`src/art_pkg.sv`:
```
// Package: register map, field positions and types of the auto-reload timer
`default_nettype none
package art_pkg;
  // ---------------------------------------------------------------
  // Register offsets in the internal data space
  // ---------------------------------------------------------------
  localparam logic [7:0] ART_OFS_MODE = 8'hD5;
  localparam logic [7:0] ART_OFS_FLAGS = 8'hD6;
  localparam logic [7:0] ART_OFS_CLKPS = 8'hD7;
  localparam logic [7:0] ART_OFS_RELOAD = 8'hD9;
  localparam logic [7:0] ART_OFS_COMPARE = 8'hDA;
  localparam logic [7:0] ART_OFS_LOAD = 8'hDB;
  // ---------------------------------------------------------------
  // Reset values and the last count of the divide-by-three counter
  // ---------------------------------------------------------------
  localparam logic [7:0] ART_MODE_RST = 8'h00;
  localparam logic [2:0] ART_FLAGS_RST = 3'h0;
  localparam logic [7:0] ART_CLKPS_RST = 8'h00;
  localparam logic [7:0] ART_DATA_RST = 8'h00;
  localparam logic [6:0] ART_PSC_RST = 7'h00;
  localparam logic [1:0] ART_DIV3_LAST = 2'h2;
  // ---------------------------------------------------------------
  // Field positions
  // ---------------------------------------------------------------
  localparam int ART_MODE_LOAD_BIT = 7;
  localparam int ART_FLAG_EDGE_BIT = 2;
  localparam int ART_FLAG_MATCH_BIT = 1;
  localparam int ART_FLAG_ROLL_BIT = 0;
  localparam int ART_FLAG_W = 3;
  localparam int ART_PSC_W = 7;
  // ---------------------------------------------------------------
  // Modes and clock sources
  // ---------------------------------------------------------------
  typedef enum logic [1:0] {
    ART_MODE_RELOAD = 2'h0,
    ART_MODE_CAPTURE = 2'h1,
    ART_MODE_CAPTURE_CLR = 2'h2,
    ART_MODE_EDGE_LOAD = 2'h3
  } art_mode_t;
  typedef enum logic [1:0] {
    ART_CLK_INT = 2'h0,
    ART_CLK_INT_DIV3 = 2'h1,
    ART_CLK_PIN = 2'h2,
    ART_CLK_RSVD = 2'h3
  } art_clk_t;
  // Mode control register layout
  typedef struct packed {
    logic counter_load_bit;
    logic count_enable_bit;
    logic pulse_output_enable;
    logic edge_irq_enable;
    logic match_irq_enable;
    logic rollover_irq_enable;
    art_mode_t mode;
  } art_mode_reg_t;
  // Clock, edge and prescale register layout
  typedef struct packed {
    logic [2:0] divider_select;
    logic reserved_bit_four;
    logic edge_polarity;
    logic edge_detect_enable;
    art_clk_t clock_select;
  } art_clkps_reg_t;
  // Core access to the data space
  typedef struct packed {
    logic [7:0] addr;
    logic [7:0] wdata;
    logic wr;
    logic rd;
  } art_bus_req_t;
endpackage
`default_nettype wire

```
`src/art_edge_sync.sv`:
```
// Two-stage synchroniser with rising/falling edge pulses for the timer input pin
`default_nettype none
module art_edge_sync (
  // Clock and reset
  input wire logic clock_i,
  input wire logic srst_i,
  // Pin
  input wire logic pin_i,
  // Edges
  output logic rise_o,
  output logic fall_o
);
  logic meta_q;
  logic sync_q;
  logic last_q;

  always_ff @(posedge clock_i) begin
    if (srst_i) begin
      meta_q <= 1'b0;
      sync_q <= 1'b0;
      last_q <= 1'b0;
    end else begin
      meta_q <= pin_i;
      sync_q <= meta_q;
      last_q <= sync_q;
    end
  end

  assign rise_o = sync_q & ~last_q;
  assign fall_o = ~sync_q & last_q;
endmodule
`default_nettype wire

```
`src/art_timer.sv`:
```
// Auto-reload timer: registers, prescaler, counter, modes, flags and pulse output
// Function
// - Mode register clears to zero at reset
// - Load bit copies reload, clears prescaler, reads zero
// - Count enable runs; clear freezes prescaler, counter
// - Pulse pin follows waveform only when enabled
// - Edge flag and enable raise request
// - Match flag and enable raise request
// - Rollover flag and enable raise request
// - Mode field selects four operating modes
// - Flags clear on written zero, one ignored
// - Active input edge sets edge flag
// - Counter equal compare sets match flag
// - Counter wrap FFh to reload value sets rollover
// - Divider select picks 2^n, count unaffected
// - Edge enable and polarity bits control detection
// - Clock select: internal, divided by three, pin
// - Load register reads live count, writes count
// - Load register cleared to zero by reset
// - Reload register reloads counter on overflow
// - Compare register compared with counter each time the count changes
// - Load register write loads counter, clears prescaler
// - Reload mode: overflow sets pulse, match clears
// - Capture modes copy counter; reset variant clears
// - Edge-load mode copies reload on input edge
`default_nettype none
module art_timer
  import art_pkg::*;
#(
  parameter int CNT_W = 8
) (
  // Clock and reset
  input wire logic clock_i,
  input wire logic srst_i,
  // Core data space access
  input wire art_bus_req_t bus_i,
  output logic [7:0] rdata_o,
  // Pins
  input wire logic timer_input_pin_i,
  output logic pulse_output_pin_o,
  // Combined timer request
  output logic irq_o
);
  // ---------------------------------------------------------------
  // Registers
  // ---------------------------------------------------------------
  art_mode_reg_t mode_q;
  art_clkps_reg_t clkps_q;
  logic [ART_FLAG_W-1:0] flags_q;
  logic [ART_FLAG_W-1:0] flags_d;
  logic [CNT_W-1:0] reload_q;
  logic [CNT_W-1:0] reload_d;
  logic [CNT_W-1:0] compare_q;
  logic [CNT_W-1:0] count_q;
  logic [CNT_W-1:0] count_d;
  logic [ART_PSC_W-1:0] psc_q;
  logic [ART_PSC_W-1:0] psc_d;
  logic [1:0] div3_q;
  logic pwm_q;
  logic pwm_d;
  logic pin_q;
  logic irq_q;
  logic [7:0] rdata_q;
  logic [7:0] rdata_d;

  // ---------------------------------------------------------------
  // Address decode
  // ---------------------------------------------------------------
  wire wr_mode = bus_i.wr && (bus_i.addr == ART_OFS_MODE);
  wire wr_flags = bus_i.wr && (bus_i.addr == ART_OFS_FLAGS);
  wire wr_clkps = bus_i.wr && (bus_i.addr == ART_OFS_CLKPS);
  wire wr_reload = bus_i.wr && (bus_i.addr == ART_OFS_RELOAD);
  wire wr_compare = bus_i.wr && (bus_i.addr == ART_OFS_COMPARE);
  wire wr_load = bus_i.wr && (bus_i.addr == ART_OFS_LOAD);
  wire [CNT_W-1:0] wdata_c = bus_i.wdata[CNT_W-1:0];
  wire art_mode_reg_t wmode = art_mode_reg_t'(bus_i.wdata);

  // ---------------------------------------------------------------
  // Input pin edges and clock source
  // ---------------------------------------------------------------
  logic pin_rise;
  logic pin_fall;

  art_edge_sync u_pin_sync (
    .clock_i(clock_i),
    .srst_i(srst_i),
    .pin_i(timer_input_pin_i),
    .rise_o(pin_rise),
    .fall_o(pin_fall)
  );

  wire active_edge = clkps_q.edge_polarity ? pin_fall : pin_rise;
  wire edge_evt = clkps_q.edge_detect_enable && active_edge;
  wire div3_tick = (div3_q == ART_DIV3_LAST);
  // Reserved code gives no source tick
  wire src_tick = (clkps_q.clock_select == ART_CLK_INT) ? 1'b1 :
                  (clkps_q.clock_select == ART_CLK_INT_DIV3) ? div3_tick :
                  (clkps_q.clock_select == ART_CLK_PIN) ? pin_rise : 1'b0;

  // ---------------------------------------------------------------
  // Prescaler tap: rate is source divided by 2^select
  // ---------------------------------------------------------------
  wire [ART_PSC_W:0] psc_ext = {1'b0, psc_q};
  wire [ART_PSC_W:0] tap_mask = (ART_PSC_W+1)'((1 << clkps_q.divider_select) - 1);
  wire run_tick = mode_q.count_enable_bit && src_tick;
  wire cnt_tick = run_tick && ((psc_ext & tap_mask) == tap_mask);
  wire overflow = cnt_tick && (count_q == {CNT_W{1'b1}});

  // ---------------------------------------------------------------
  // Mode actions
  // ---------------------------------------------------------------
  wire is_capture = (mode_q.mode == ART_MODE_CAPTURE) ||
                    (mode_q.mode == ART_MODE_CAPTURE_CLR);
  wire capture_evt = is_capture && edge_evt;
  wire capture_clr = (mode_q.mode == ART_MODE_CAPTURE_CLR) && edge_evt;
  wire edge_load = (mode_q.mode == ART_MODE_EDGE_LOAD) && edge_evt;
  wire bit_load = wr_mode && wmode.counter_load_bit;

  always_comb begin
    count_d = count_q;
    psc_d = psc_q;
    if (run_tick) begin
      psc_d = psc_q + 1'b1;
    end
    if (cnt_tick) begin
      count_d = overflow ? reload_q : count_q + 1'b1;
    end
    if (capture_clr) begin
      count_d = '0;
      psc_d = ART_PSC_RST;
    end
    if (edge_load || bit_load) begin
      count_d = reload_q;
      psc_d = ART_PSC_RST;
    end
    if (wr_load) begin
      count_d = wdata_c;
      psc_d = ART_PSC_RST;
    end
  end

  // Match fires as the counter arrives, so a held count cannot re-set a cleared flag
  wire count_moves = cnt_tick || capture_clr || edge_load || bit_load || wr_load;
  wire match = (count_d == compare_q);
  wire match_evt = match && count_moves;

  // Capture loads the reload register unless the core writes it the same cycle
  assign reload_d = wr_reload ? wdata_c : (capture_evt ? count_q : reload_q);

  // Pulse: overflow sets, match clears in every mode
  assign pwm_d = overflow ? 1'b1 : (match_evt ? 1'b0 : pwm_q);

  // Flags: hardware set wins over a written zero
  logic [ART_FLAG_W-1:0] set_vec;
  always_comb begin
    set_vec = '0;
    set_vec[ART_FLAG_EDGE_BIT] = edge_evt;
    set_vec[ART_FLAG_MATCH_BIT] = match_evt;
    set_vec[ART_FLAG_ROLL_BIT] = overflow;
    flags_d = set_vec | (wr_flags ? (flags_q & bus_i.wdata[ART_FLAG_W-1:0]) : flags_q);
  end

  wire irq_d = (mode_q.edge_irq_enable && flags_q[ART_FLAG_EDGE_BIT]) ||
               (mode_q.match_irq_enable && flags_q[ART_FLAG_MATCH_BIT]) ||
               (mode_q.rollover_irq_enable && flags_q[ART_FLAG_ROLL_BIT]);

  // ---------------------------------------------------------------
  // Read data
  // ---------------------------------------------------------------
  art_mode_reg_t mode_rd;
  always_comb begin
    mode_rd = mode_q;
    mode_rd.counter_load_bit = 1'b0;
    rdata_d = 8'h00;
    unique case (bus_i.addr)
      ART_OFS_MODE: rdata_d = mode_rd;
      ART_OFS_FLAGS: rdata_d = {5'h00, flags_q};
      ART_OFS_CLKPS: rdata_d = clkps_q;
      ART_OFS_RELOAD: rdata_d = 8'(reload_q);
      ART_OFS_COMPARE: rdata_d = 8'(compare_q);
      ART_OFS_LOAD: rdata_d = 8'(count_q);
      default: rdata_d = 8'h00;
    endcase
  end

  // ---------------------------------------------------------------
  // Flip-flops
  // ---------------------------------------------------------------
  always_ff @(posedge clock_i) begin
    if (srst_i) begin
      mode_q <= art_mode_reg_t'(ART_MODE_RST);
      clkps_q <= art_clkps_reg_t'(ART_CLKPS_RST);
      flags_q <= ART_FLAGS_RST;
      count_q <= '0;
      psc_q <= ART_PSC_RST;
      div3_q <= 2'h0;
      pwm_q <= 1'b0;
      pin_q <= 1'b0;
      irq_q <= 1'b0;
      rdata_q <= 8'h00;
    end else begin
      if (wr_mode) begin
        mode_q <= wmode;
      end
      if (wr_clkps) begin
        clkps_q <= art_clkps_reg_t'(bus_i.wdata);
      end
      flags_q <= flags_d;
      count_q <= count_d;
      psc_q <= psc_d;
      div3_q <= div3_tick ? 2'h0 : div3_q + 2'h1;
      pwm_q <= pwm_d;
      pin_q <= mode_q.pulse_output_enable && pwm_d;
      irq_q <= irq_d;
      rdata_q <= bus_i.rd ? rdata_d : 8'h00;
    end
  end

  // Data registers keep their content through reset
  always_ff @(posedge clock_i) begin
    reload_q <= reload_d;
    if (wr_compare) begin
      compare_q <= wdata_c;
    end
  end

  assign rdata_o = rdata_q;
  assign pulse_output_pin_o = pin_q;
  assign irq_o = irq_q;
endmodule
`default_nettype wire

```
`config.mk`:
```
export PLATFORM = sky130hd
export DESIGN_NAME = art_timer
export DESIGN_NICKNAME = d
export VERILOG_FILES = /design/src/art_pkg.sv /design/src/art_edge_sync.sv /design/src/art_timer.sv
export SDC_FILE = /design/constraint.sdc
export NUM_CORES = 1
export LEC_CHECK = 0
export BUFFER_PORTS_ARGS = -buffer_cell sky130_fd_sc_hd__buf_2
export CORE_MARGIN = 4
export CORE_UTILIZATION = 60
export CTS_CLUSTER_SIZE = 12
export DETAILED_ROUTE_END_ITERATION = 8
export PLACE_DENSITY_LB_ADDON = 0.05
export SETUP_SLACK_MARGIN = 0.02
export SLEW_MARGIN = 20
export SYNTH_ARGS = -nofsm -noshare
export SYNTH_HDL_FRONTEND = slang
export SYNTH_SLANG_ARGS = --single-unit
```
`constraint.sdc`:
```
create_clock -name clock_i -period 7.75 [get_ports clock_i]
set_input_delay 0.775 -clock clock_i [delete_from_list [all_inputs] [get_ports clock_i]]
set_output_delay 0.775 -clock clock_i [all_outputs]
set_load 0.02 [all_outputs]
```
Word-level counts from Yosys, hierarchy flattened
Cells that the tools add are included.

word-level totals
  register bits = 65
  bits in latches = 0
  memory bits (writable) = 0
  bits in read-only memories = 0
  bits of input ports = 21
  output and inout bits = 10
  logic and storage cells = 99
  memories kept = 0

operators by class
  $add $sub $neg = 4
  $mul = 0
  divide/modulo/power cells = 0
  order comparisons = 0
  eq/ne operators = 15
  shifts and indexed selects = 1
  multiplexer cells = 15
  bitwise logic cells = 8
  reductions and logical operators = 32

operators with widths
  cell                 number
  $eq 8x8->1 const B   7
  $mux 8               7
  $pmux 8 s6           1
  $logic_and 1x1->1    19
  $eq 8x8->1           2
  $add 8x1->8 const B  1
  $and 7x8->8          1
  $eq 2x2->1 const B   4
  $logic_or 1x1->1     8
  $shl 1x3->8 const A  1
  $sub 8x2->8 const B  1
  $add 7x1->7 const B  1
  $mux 1               6
  $eq 2x1->1 const B   2
  $reduce_or 2->1      2
  $reduce_or 4->1      1
  $and 3x3->3          1
  $mux 3               1
  $not 1->1            3
  $or 3x3->3           1
  $add 2x1->2 const B  1
  $and 1x1->1          2
  $logic_not 2->1      1
  $reduce_bool 2->1    1

Longest topological paths before layout
Gate-level depths: netlist of the first run.

  depth in word-level cells = 18
  gate-level depth with buffers = 13
  gate-level depth less buffers = 12

Cells and area by module
Synthesis of the first run repeated with hierarchy kept, for this count alone.

second synthesis, totals
  cells, all modules = 372
  area, all modules = 3504.6 sq um

by module, submodules not included
  module         instances  cells an instance  area each (sq um)  seq. area each (sq um)
  art_timer      1          364                3413.3             1401.3
  art_edge_sync  1          8                  91.3               60.1

Worst setup path after synthesis of the first run
No wires, ideal clock.

  kind = input-to-reg
  start point = input port bus_i[15] (netlist bit)
  end point = register pin_q (netlist: pulse_output_pin_o)
  setup time = 0.140 ns
  data arrival time = 3.003 ns
  data required time = 7.610 ns
  path slack = 4.607 ns
  stages = 10
  path buffers = 2
  cell sequence = nand4b_1 > or4_1 > buf_6 > buf_4 > o2111ai_1 > o211ai_1 > xor2_1 > or4_1 > nor4_2 > a311oi_1

between the ends
  cells in the longest elaborated chain, start to end = 11
  elaborated cells between the ends (all ways) = 15
  classes of those cells = eq/ne: 3; mux: 4; reduce/logical: 8

RTL lines
  element                 line              text
  start: declaration      art_timer.sv:36   input wire art_bus_req_t bus_i,
  $eq 8x8->1              art_timer.sv:69   wire wr_mode = bus_i.wr && (bus_i.addr == ART_OFS_MODE);
  $logic_and 1x1->1       art_timer.sv:69
  $logic_and 1x1->1       art_timer.sv:117  wire bit_load = wr_mode && wmode.counter_load_bit;
  $logic_or 1x1->1        art_timer.sv:132  if (edge_load || bit_load) begin
  $mux 8                  art_timer.sv:132
  $mux 8                  art_timer.sv:136  if (wr_load) begin
  $eq 8x8->1              art_timer.sv:144  wire match = (count_d == compare_q);
  $logic_and 1x1->1 *     art_timer.sv:145  wire match_evt = match && count_moves;
  $mux 1 * (2 in a row)   art_timer.sv:151  assign pwm_d = overflow ? 1'b1 : (match_evt ? 1'b0 : pwm_q);
  $logic_and 1x1->1 *     art_timer.sv:213  pin_q <= mode_q.pulse_output_enable && pwm_d;
  end signal: assignment  art_timer.sv:213
  end: declaration        art_timer.sv:61   logic pin_q;

Every way passes the cells marked *; elsewhere a longest branch is shown, timed or not.
A chain may end at the register's enable or synchronous reset.

Worst setup path in the final report of the first run
  start point = input port bus_i[1] (netlist bit)
  end point = register pin_q (netlist: pulse_output_pin_o)

between the ends
  cells in the longest elaborated chain, start to end = 10
  elaborated cells between the ends (all ways) = 13
  classes of those cells = eq/ne: 1; mux: 4; reduce/logical: 8

RTL lines
  element                line
  $logic_and 1x1->1      art_timer.sv:69
  $logic_and 1x1->1      art_timer.sv:117
  $logic_or 1x1->1       art_timer.sv:132
  $mux 8                 art_timer.sv:132
  $mux 8                 art_timer.sv:136
  $eq 8x8->1             art_timer.sv:144
  $logic_and 1x1->1 *    art_timer.sv:145
  $mux 1 * (2 in a row)  art_timer.sv:151
  $logic_and 1x1->1 *    art_timer.sv:213

Marked as above.

==> results of run 1 <==
## critical path, cell delays in order
cell	delay, ns
sky130_fd_sc_hd__buf_2	0.32
sky130_fd_sc_hd__inv_1	0.15
sky130_fd_sc_hd__or4_1	0.87
sky130_fd_sc_hd__nand2_1	0.17
sky130_fd_sc_hd__o22ai_1	0.10
sky130_fd_sc_hd__a41oi_2	0.22
sky130_fd_sc_hd__xnor2_1	0.09
sky130_fd_sc_hd__or4_1	0.54
sky130_fd_sc_hd__nor4_2	0.24
sky130_fd_sc_hd__a311oi_1	0.14
## flip-flops by register name (all words and copies together), names as in the netlist
signal and flops:
clkps_q 8, compare_q 8, count_q 8, rdata_o 8, reload_q 8, mode_q 7
psc_q 7, flags_q 3, div3_q 2, irq_o 1, pulse_output_pin_o 1, pwm_q 1
u_pin_sync.last_q 1, u_pin_sync.meta_q 1, u_pin_sync.sync_q 1
## final cells by class
type / count / share of cell area
Multi-Input combinational cell: 313 / 0.493
Sequential cell: 65 / 0.376
Timing Repair Buffer: 33 / 0.0444
Clock buffer: 10 / 0.0383
Tap cell: 72 / 0.0232
Inverter: 14 / 0.0135
Clock inverter: 6 / 0.0119
## placed cells by master (no fill, tap or decap), types with 9 or more instances in the layout
master / Yosys / routed
sky130_fd_sc_hd__nand2_1: 58 / 58
sky130_fd_sc_hd__dfxtp_1: 49 / 49
sky130_fd_sc_hd__nor2_1: 37 / 37
sky130_fd_sc_hd__nand3_1: 31 / 31
sky130_fd_sc_hd__buf_2: 1 / 30
sky130_fd_sc_hd__a21oi_1: 25 / 25
sky130_fd_sc_hd__a22oi_1: 19 / 19
sky130_fd_sc_hd__edfxtp_1: 16 / 16
sky130_fd_sc_hd__inv_1: 14 / 14
sky130_fd_sc_hd__o21ai_0: 13 / 13
sky130_fd_sc_hd__a31oi_1: 11 / 11
sky130_fd_sc_hd__nor3_1: 9 / 9
sky130_fd_sc_hd__xnor2_1: 9 / 9
sky130_fd_sc_hd__clkbuf_8: 0 / 9
## worst min path at each step
| stage | from | to | depth (start not counted) |
|---|---|---|---|
| 2_1_floorplan | div3_q[0] | div3_q[0] | 1 |
| 6_report | div3_q[0] | div3_q[0] | 1 |
| 5_1_grt | div3_q[0] | div3_q[0] | 1 |
| 3_5_place_dp | div3_q[0] | div3_q[0] | 1 |
| 4_1_cts | div3_q[0] | div3_q[0] | 1 |
| 3_3_place_gp | div3_q[0] | div3_q[0] | 1 |
## synthesized netlist by cell type, types with 3 or more instances
master / n
sky130_fd_sc_hd__nand2_1: 58
sky130_fd_sc_hd__dfxtp_1: 49
sky130_fd_sc_hd__nor2_1: 37
sky130_fd_sc_hd__nand3_1: 31
sky130_fd_sc_hd__a21oi_1: 25
sky130_fd_sc_hd__a22oi_1: 19
sky130_fd_sc_hd__edfxtp_1: 16
sky130_fd_sc_hd__inv_1: 14
sky130_fd_sc_hd__o21ai_0: 13
sky130_fd_sc_hd__a31oi_1: 11
sky130_fd_sc_hd__clkbuf_1: 9
sky130_fd_sc_hd__nor3_1: 9
sky130_fd_sc_hd__xnor2_1: 9
sky130_fd_sc_hd__buf_6: 6
sky130_fd_sc_hd__ha_1: 6
sky130_fd_sc_hd__o22ai_1: 6
sky130_fd_sc_hd__xor2_1: 6
sky130_fd_sc_hd__mux2_2: 5
sky130_fd_sc_hd__nand2b_1: 5
sky130_fd_sc_hd__nor2b_1: 5
sky130_fd_sc_hd__and3_1: 4
sky130_fd_sc_hd__mux2i_1: 4
sky130_fd_sc_hd__nand4_1: 4
sky130_fd_sc_hd__a21boi_0: 3
sky130_fd_sc_hd__and2_1: 3
sky130_fd_sc_hd__o211ai_1: 3
sky130_fd_sc_hd__o21a_1: 3
sky130_fd_sc_hd__o22a_1: 3
## kinds of logic (layout without fill, tap and decap cells)
family,count (synthesis),count (layout),synth area share
compound gates,104,104,0.198
xor+xnor,15,15,0.0370
fa+ha+maj,6,6,0.0211
buf+inv,33,63,0.0493
flops,65,65,0.411
mux,9,9,0.0271
simple gates,179,179,0.256
## power breakdown
| group | switching [mW] | internal (mW) | total (mW) | leakage, nW |
|---|---|---|---|---|
| Sequential | 0.00173 | 0.349 | 0.351 | 0.529 |
| Combinational | 0.0184 | 0.00970 | 0.0281 | 0.739 |
| Clock | 0.142 | 0.138 | 0.281 | 0.103 |
| Total | 0.162 | 0.497 | 0.660 | 1.37 |
## routing by layer
metal / wire (um) / vias up / global-route usage
met5: 0 / - / 0
met4: 227 / 0 / 0.0835
met3: 1130 / 24 / 0.0777
met2: 4570 / 221 / 0.436
met1: 4170 / 1557 / 0.378
li1: - / 1557 / -
## per-stage QoR
stage          instances  hold slack [ns]  total power [mW]  instance area [um2]
5_1_grt              513            0.460             0.683                 3890
3_3_place_gp         497            0.405             0.385                 3690
3_5_place_dp         497            0.414             0.386                 3690
6_report             513            0.426             0.660                 3890
4_1_cts              513            0.426             0.663                 3890
2_1_floorplan        411            0.397             0.373                 3550
==> results summary, run 1 <==
The number of instances in the synthesized netlist is 411. The endpoint identified for the worst register-to-register timing path is pulse_output_pin_o. The end of the critical path is pulse_output_pin_o.

Sorting the synthesized cells by area gives the leading types as sky130_fd_sc_hd__dfxtp_1, sky130_fd_sc_hd__edfxtp_1, sky130_fd_sc_hd__nand2_1, sky130_fd_sc_hd__nand3_1, sky130_fd_sc_hd__a22oi_1. The total routed wirelength is 10,100 um. Power spread over the standard cell area amounts to 170 mW/mm2.

The final critical delay including setup and external delays came out at 3.39 ns. The static power due to leakage came out at 1.37 nW. The number of instances resized during post-cts repair is 0.

The relative slew slack is 0.364. The detailed router finished its first iteration with 449 violations. The repair_antennas step left the layout with diodes totalling 0. The number of antenna violations at the first check in global routing came out at 0. The detail-routed via count per cell came out at 6.55. Setup repair after global routing left no endpoint under its margin. The number of I/O port buffers came out at 30. Once layout is complete, the utilization of the core stands at 0.693. The path type of the worst min-delay path is flip-flop to flip-flop. At the end of routability-driven placement, the weighted congestion stood at 0.892. The flip-flop and latch count after synthesis is 65. The number of hold-slack violations in the final timing report was 0. The final global-route overflow total came out at 0. The slew at the pin closest to its max-slew limit came out at 0.950 ns. The maximum buffer depth of the clock tree came out at 2.

The setup path with the least slack is of type input port to flip-flop. The maximum clock rate came out at 295 MHz. The die area is 0.00722 mm2. The start of the worst register-to-register path is clkps_q[7]. The worst slack at placement came out at 4.07 ns. The synthesized cell area is 0.00355 mm2. The run finished with clean final reports.

In the finished design, the share of the clock period the worst path needs comes to 0.438. sky130_fd_sc_hd__dfxtp_1 takes more of the synthesized area than any other cell. For this block, the via count after detailed routing is 3,359. The H-tree was split into 3 levels.

The footprint of the flip-flops and latches is 0.00146 mm2. The growth of design area from synthesis to finish came out at 9.44%. The antenna violation net count after detailed routing came out at 0.

The clock net sink count is 65. The final setup TNS came out at 0 ns. The number of design rule violations left after detail routing is 0. The setup slack after layout came out at 4.36 ns. The final net count is 463. Synthesis produced a netlist with a net count of 438. The highest net fanout along the worst path is 20. Summing all multi-input logic gate instances after layout gives 0.00192 mm2. The worst voltage drop across the vdd grid is 0.000129 V. The number of enable-type register cells in the synthesized netlist is 16.

The number of pins with negative max-slew slack in the final report came out at 0. The final setup skew is 0.00999 ns. The clock-pin slew of the registers on the worst-case setup and hold paths is 0.08 ns. Tracing the worst setup path back leads to its startpoint at bus_i[1]. Setup violations remaining at the end of the flow were counted as 0. Counting the fill cells in the layout gives 495. Of the synthesized area, sequential elements account for 0.411. Once detailed placement completed, the half-perimeter wirelength came to 7340 um. The share of Yosys cell area claimed by the top area cell type came out at 0.276. The critical path endpoint category is a flip-flop.

Measured in cells, the most critical reg-to-reg path has a length of 12. The per-cell routed wire length came out at 19.7 um. The data required time at the worst endpoint is 7.96 ns. Clock tree synthesis inserted a total of 9 buffers. Clock tree synthesis selected as its root buffer the cell sky130_fd_sc_hd__clkbuf_8. The average size of a mapped cell is 8.65 um2. In the synthesized netlist the async set-or-reset flop fraction comes to 0. The via count of the first global-routing pass came out at 3,112. The warning count from the yosys run is 0. The total setup buffers inserted after CTS came out at 0.

The number of core rows is 27. The vertical die dimension is 85.0 um. The count of pins on the block boundary is 31. The floorplan die width is 85.0 um. STA classifies the critical path startpoint as an input port. The critical path data arrival time came out at 3.61 ns. The core area came out at 0.00561 mm2.

In the final layout, the share of cells above drive strength 1 is 0.154. The pin count of the biggest net entering global routing is 32. The number of distinct library cells after synthesis is 65. TritonCTS built the clock tree. The global-route usage over all layers is 0.279. The clock insertion delay at the later pin of the skew report is 0.35 ns.

The first global-routing pass estimated 15,800 um of wire. For this design, the CTS-stage hold fixing added 0 buffers. The initial core utilization came out at 0.634. The flip-flop cell with the highest count after synthesis is sky130_fd_sc_hd__dfxtp_1.

The reported max-cap violation count is 0. The setup slack of the worst register-to-register path came out at 4.37 ns. The count of TritonRoute iterations in the first routing pass came out at 6.
Note: power is estimated with default switching activity, not from simulation.
==> inputs of run 2 (changes only) <==
Clock period 7.75 ns to 3.51 ns, I/O delays scaled along.
==> run 2 against run 1 <==
First-iteration DRC count shrank 29%; clock-buffer cell count decreased by 1; non-clock buffer count is 4 higher; hold slack got worse by 0.22 ns; via count increased by 0.86%; design area up 0.97%; utilization grew 0.67 points; die area is the same; total power up 130%; worst setup slack lost 4.0 ns; critical path type is now flip-flop to flip-flop; critical endpoint is now pwm_q.
==> results summary, run 2 (synthesis results as in run 1) <==
The final global-route overflow total is 0. The critical path data arrival time came out at 3.38 ns. The reported max-cap violation count came out at 0. The number of antenna violations at the first check in global routing came to 0. The utilization of the core after routing came out at 0.700. For this run, the number of standard cells in the final layout without fillers is 517. The tree is rooted in a sky130_fd_sc_hd__clkbuf_8.

The combinational fraction of design power came out at 0.042. The via count of the first global-routing pass was 3,254. The per-cell routed wire length is 19.6 um. The cell with the largest stage delay on the worst path is sky130_fd_sc_hd__or4_1. The number of design rule violations left after detail routing is 0. For this design the top-level I/O count stands at 31. The total routed wirelength is 10,100 um.

The sequential group share of total power is 0.518. The switching part of the total power came out at 0.246. The vertical die dimension came out at 85.0 um. The floorplan step defined a core boundary enclosing 0.00561 mm2.

The most common cell after layout, fill and taps aside is sky130_fd_sc_hd__nand2_1. The number of pins with negative max-slew slack in the final report is 0. The maximum buffer depth of the clock tree came out at 2. The number of antenna diodes came out at 0.

The vias after detailed routing came out at 3,388. The worst hold path begins at bus_i[7]. In this run the power density over the cells is 381 mW/mm2.

Final hold analysis gives a worst-case slack of 0.207 ns. In this run the power spent charging and discharging nets is 0.368 mW. The highest net fanout along the worst path came out at 9. The final setup skew is 0.00833 ns.

The number of buffers created by CTS came out at 9. The count of TritonRoute iterations in the first routing pass came out at 6. The growth of design area from synthesis to finish came out at 10.5%. The library cells used most frequently in the layout, excluding fill and tap cells, are sky130_fd_sc_hd__nand2_1, sky130_fd_sc_hd__dfxtp_1, sky130_fd_sc_hd__nor2_1. The clock net sink count is 65. The number of buffers inserted by hold repair at cts came out at 0. The number of I/O port buffers is 30. In this run the critical register-to-register path is launched from clkps_q[7]. The floorplan die width is 85.0 um. Setup violations remaining at the end of the flow were counted as 0. The share of power burned in the clock network came out at 0.440. Data on the critical path is required at its endpoint by 3.72 ns.

The number of fill cells is 474. The fraction of final layout cells sized beyond drive strength 1 came out at 0.169. The number of hold-slack violations in the final timing report is 0. The path class of the tightest hold or removal check is input port to flip-flop. STA classifies the critical path startpoint as a flip-flop. The static power due to leakage came out at 1.39 nW.

The critical path endpoint category is a flip-flop. For this run, the top clock speed supported by timing is 315 MHz. The clock insertion delay at the later pin of the skew report came out at 0.35 ns. The global-route usage over all layers came out at 0.288. The antenna violation net count after detailed routing is 0.

The total power came out at 1.50 mW. The endpoint of the worst hold-timing path is compare_q[5]. The clock-pin slew of the registers on the worst-case setup and hold paths is 0.08 ns. The critical path is of the flip-flop to flip-flop type. The final critical delay including setup and external delays is 3.18 ns. The endpoint identified for the worst register-to-register timing path is pwm_q. The slew at the pin closest to its max-slew limit came out at 1.02 ns. Dividing the detail-routed via count by the number of cells gives 6.55. The count of cells along the worst register-to-register path is 11.

The final net count came out at 467. TritonCTS built the clock tree. The depth of the worst hold-timing path came out at 1. The H-tree depth came out at 3. Traced cell by cell, the critical path runs through nor3_1, inv_1, ha_1, o22ai_1, or4_4, o2111ai_1, o211ai_1, xor2_1, or4_1, nor4_2, a31oi_1. The placer congestion estimate is 0.961. The initial core utilization came out at 0.634. Measured against its own limit, the worst slew margin works out to 0.319. The total setup buffers inserted after CTS came out at 0. Once placement completed, the tool counted placed cells totaling 501.

The wire length of the first global-routing pass came out at 16,400 um. The pin count of the biggest net entering global routing came out at 32. Across the VDD grid, the largest voltage drop is 0.000315 V. Setup repair after global routing left no endpoint under its margin.

Internal power comes to 1.13 mW. The starting DRC count in detailed routing came out at 320. The number of core rows is 27. The biggest cell delay along the critical path is 0.53 ns. The setup slack of the worst register-to-register path came out at 0.33 ns. In the final timing run, aggregate negative setup slack is 0 ns. The run finished with clean final reports. The half-perimeter wire length after detailed placement came out at 7390 um. The final critical-path share of the clock period is 0.905. The die area came out at 0.00722 mm2.
run 2: cell types whose count changed in the layout (fill, tap and decap cells not counted), sizes merged:
| cell | previous run | this run |
|---|---|---|
| buf | 33 | 37 |
| bufinv | 0 | 1 |
| clkbuf | 10 | 9 |
run 2: cell type report:
type	instances	area, um2	share of cell area
multi-input combinational	313	1920	0.488
sequential	65	1470	0.373
timing repair buffer	37	203	0.0516
clock buffer	9	124	0.0315
tap	72	90.1	0.0229
clock inverter	7	75.1	0.0191
inverter	14	52.6	0.0134
run 2: metal layers:
metal	GRT usage	part of all wire
met5	0	0
met4	0.135	0.027
met2	0.449	0.46
met1	0.387	0.42
met3	0.0505	0.098
run 2: critical path: cells and delay by family (launching register included):
kind	cells	cell delay (ns)
AOI/OAI and AO/OA	4	0.60
xor gates and xnor gates	1	0.16
adders and majority gates	1	0.29
buffers and inverters	1	0.08
DFF	1	0.37
and+or+nand+nor	4	1.53
run 2: metrics by stage:
step	area, um2	setup slack, ns
global placement	3720	0.378
finish	3930	0.333
CTS	3920	0.224
floorplan	3550	0.553
detailed placement	3720	0.251
global route	3930	0.0655
run 2: power by group through the flow:
stage	combinational [mW]	clock (mW)	sequential (mW)
global route	0.0697	0.698	0.775
CTS	0.0619	0.656	0.774
floorplan	0.0337	0	0.790
finish	0.0626	0.659	0.774
detailed placement	0.0617	0	0.792
global placement	0.0598	0	0.791
run 2: worst max path at each step:
stage | startpoint | end | slack (ns) | cells past startpoint
finish | clkps_q[7] | pwm_q | 0.33 | 11
global placement | clkps_q[6] | pulse_output_pin_o | 0.38 | 12
detailed placement | clkps_q[7] | pulse_output_pin_o | 0.25 | 12
global route | clkps_q[7] | pwm_q | 0.07 | 11
floorplan | clkps_q[7] | pulse_output_pin_o | 0.55 | 12
CTS | clkps_q[6] | pwm_q | 0.22 | 12
run 2: timing repair:
item	4_1_cts	5_1_grt
resized for setup	0	3
endpoints found under the setup margin	0	3
hold endpoints to repair	0	0
==> inputs of run 3 (changes only) <==
Settings changed: CORE_UTILIZATION 60 to 53.
==> run 3 against run 2 <==
Highest routed layer unchanged; utilization shrank 8.9 points; sequential share of layout area about the same; via count decreased by 2.6%.
==> results summary, run 3 (synthesis results as in run 1) <==
Routability-driven placement finished with a final weighted congestion of 0.960. The setup slack after layout is 0.274 ns. The count of TritonRoute iterations in the first routing pass is 6. Together, buffers and inverters on the worst path number 1. The final net count came out at 468. The vias after detailed routing is 3,299. Internal power comes to 1.05 mW. The maximum buffer depth of the clock tree came out at 2. The top cell types in the final layout, fill and taps aside, are sky130_fd_sc_hd__nand2_1, sky130_fd_sc_hd__dfxtp_1, sky130_fd_sc_hd__nor2_1. 0 antenna diodes ended up in the layout.

In this design, the critical path's most frequently occurring cell is sky130_fd_sc_hd__nor4_4. The die area is 0.00808 mm2. The CTS tree is done. The slew at the pin closest to its max-slew limit came out at 0.675 ns. The cell with the largest stage delay on the worst path is sky130_fd_sc_hd__or4_1.

In this run the clock root is driven by a sky130_fd_sc_hd__clkbuf_8. On the final layout, the worst clock skew is 0.00879 ns. The worst voltage drop across the vdd grid is 0.000263 V. The first global-routing pass estimated 17,000 um of wire.

The global-route usage over all layers is 0.263. The static power due to leakage is 1.39 nW. The net switching power is 0.360 mW. The signal on the critical path passes through nor3_1, inv_1, ha_1, o22ai_1, nor4_4, nand3_1, a41oi_2, xnor2_1, or4_1, nor4_4, a311oi_1. The core area came out at 0.00642 mm2. STA puts the critical path data required time at 3.71 ns. The total routed wirelength is 10,400 um. The biggest cell delay along the critical path is 0.58 ns. The via count of the first global-routing pass came out at 3,155.

The switching part of the total power came out at 0.256. The detail route stage leaves a number of antenna-violating nets equal to 0. The min-delay analysis places its worst path in the category input port to flip-flop.

The starting DRC count in detailed routing is 304. The critical path endpoint category is a flip-flop. For this run the aggregate overflow at the end of global routing stands at 0. The H-tree depth came out at 3. The kind of start point of the critical path is a flip-flop. The floorplan step set the die width to 89.9 um. The critical path in this run is classified as flip-flop to flip-flop.

The worst slack at placement came out at 0.250 ns. The number of antenna violations at the first check in global routing came to 0. The sequential group share of total power is 0.550. The combinational fraction of design power is 0.046. The total setup buffers inserted after CTS came out at 0. The clock insertion delay at the later pin of the skew report came out at 0.34 ns. Setup repair after global routing left no endpoint under its margin.

The number of buffers inserted by hold repair at cts came out at 0. The number of buffers created by CTS came out at 9. The per-cell routed wire length came out at 19.8 um. For this configuration, the core starts out at a cell density of 0.553. The number of pins with negative max-slew slack in the final report came out at 0. In this run the worst path has a maximum fanout of 9. The clock-pin slew of the registers on the worst-case setup and hold paths is 0.08 ns.

Dividing the detail-routed via count by the number of cells gives 6.31. Derived from the worst setup path, the maximum achievable clock frequency is 309 MHz. The growth of design area from synthesis to finish came out at 10.4%. The count of pins on the block boundary is 31. Among cell families on the critical path, the largest total delay comes from simple AND/OR/NAND/NOR gates.

The reported max-cap violation count is 0. The final critical-path share of the clock period came out at 0.922. The relative slew slack is 0.548. The number of I/O port buffers came out at 30. The count of placed standard cells in the final layout, fillers left out is 523. The final setup TNS is 0 ns.

Leaving out fill and tap cells, the most frequent cell in the layout is sky130_fd_sc_hd__nand2_1. The areal power density over the cells is 359 mW/mm2. Data on the critical path arrives at its endpoint at 3.43 ns.

The fraction of final layout cells sized beyond drive strength 1 is 0.173. The die is 89.9 um tall. The clock net sink count is 65. The number of instances resized during post-cts repair is 0. The clock period could shrink to 3.24 ns. The number of endpoints failing setup at the final stage came out at 0. The number of placed instances, taps included is 507. Entering global routing, the biggest net connects 32 pins. The worst hold margin came out at 0.217 ns. The flow ran to the end, and the final reports show no timing, DRC or antenna violations. The number of hold-slack violations in the final timing report came out at 0. The number of design rule violations left after detail routing is 0.

The share of power burned in the clock network is 0.404. The half-perimeter wire length after detailed placement is 7510 um. The number of core rows is 29.
[run 3: metrics by stage]
| stage | total power, mW | area, um2 | utilization |
|---|---|---|---|
| after CTS | 1.41 | 3910 | 0.608 |
| after floorplan | 0.824 | 3550 | - |
| after detailed placement | 0.856 | 3740 | 0.582 |
| after global placement | 0.852 | 3740 | 0.582 |
| final | 1.41 | 3920 | 0.611 |
| after global routing | 1.46 | 3920 | 0.611 |
[run 3: power by group through the flow]
stage          logic [mW]  clock network, mW  registers [mW]
2_1_floorplan      0.0337                  0           0.790
3_3_place_gp       0.0609                  0           0.791
3_5_place_dp       0.0635                  0           0.792
4_1_cts            0.0637              0.574           0.775
5_1_grt            0.0718              0.610           0.775
6_report           0.0646              0.570           0.775
[run 3: worst reg2reg max path, stage by stage, from the launching register on]
cell and delay, ns:
sky130_fd_sc_hd__dfxtp_2 0.37, sky130_fd_sc_hd__nor3_1 0.26, sky130_fd_sc_hd__inv_1 0.08, sky130_fd_sc_hd__ha_1 0.29, sky130_fd_sc_hd__o22ai_1 0.12, sky130_fd_sc_hd__nor4_4 0.46, sky130_fd_sc_hd__nand3_1 0.18, sky130_fd_sc_hd__a41oi_2 0.29
sky130_fd_sc_hd__xnor2_1 0.10, sky130_fd_sc_hd__or4_1 0.58, sky130_fd_sc_hd__nor4_4 0.22, sky130_fd_sc_hd__a311oi_1 0.15
[run 3: path summary, 6_finish.rpt]
check                                 from                 end  slack (ns)  cells past startpoint
worst max register to register  clkps_q[7]  pulse_output_pin_o        0.27                     11
worst min-delay path              bus_i[7]        compare_q[5]        0.22                      1
worst max-delay path            clkps_q[7]  pulse_output_pin_o        0.27                     11
worst min register to register   div3_q[0]           div3_q[0]        0.42                      1
[run 3: area by class of cell]
cell class	count	area [um2]
Clock buffer	9	124
Clock inverter	7	43.8
Fill cell	578	2500
Inverter	14	52.6
Multi-Input combinational cell	313	1930
Sequential cell	65	1460
Tap cell	77	96.3
Timing Repair Buffer	38	210
[run 3: layer usage]
metal  global-route usage  part of all wire  vias up
li1                     -                 -     1568
met1                0.382              0.44     1523
met2                0.383              0.44      191
met3               0.0634              0.10       17
met4               0.0893             0.017        0
met5                    0                 0        -
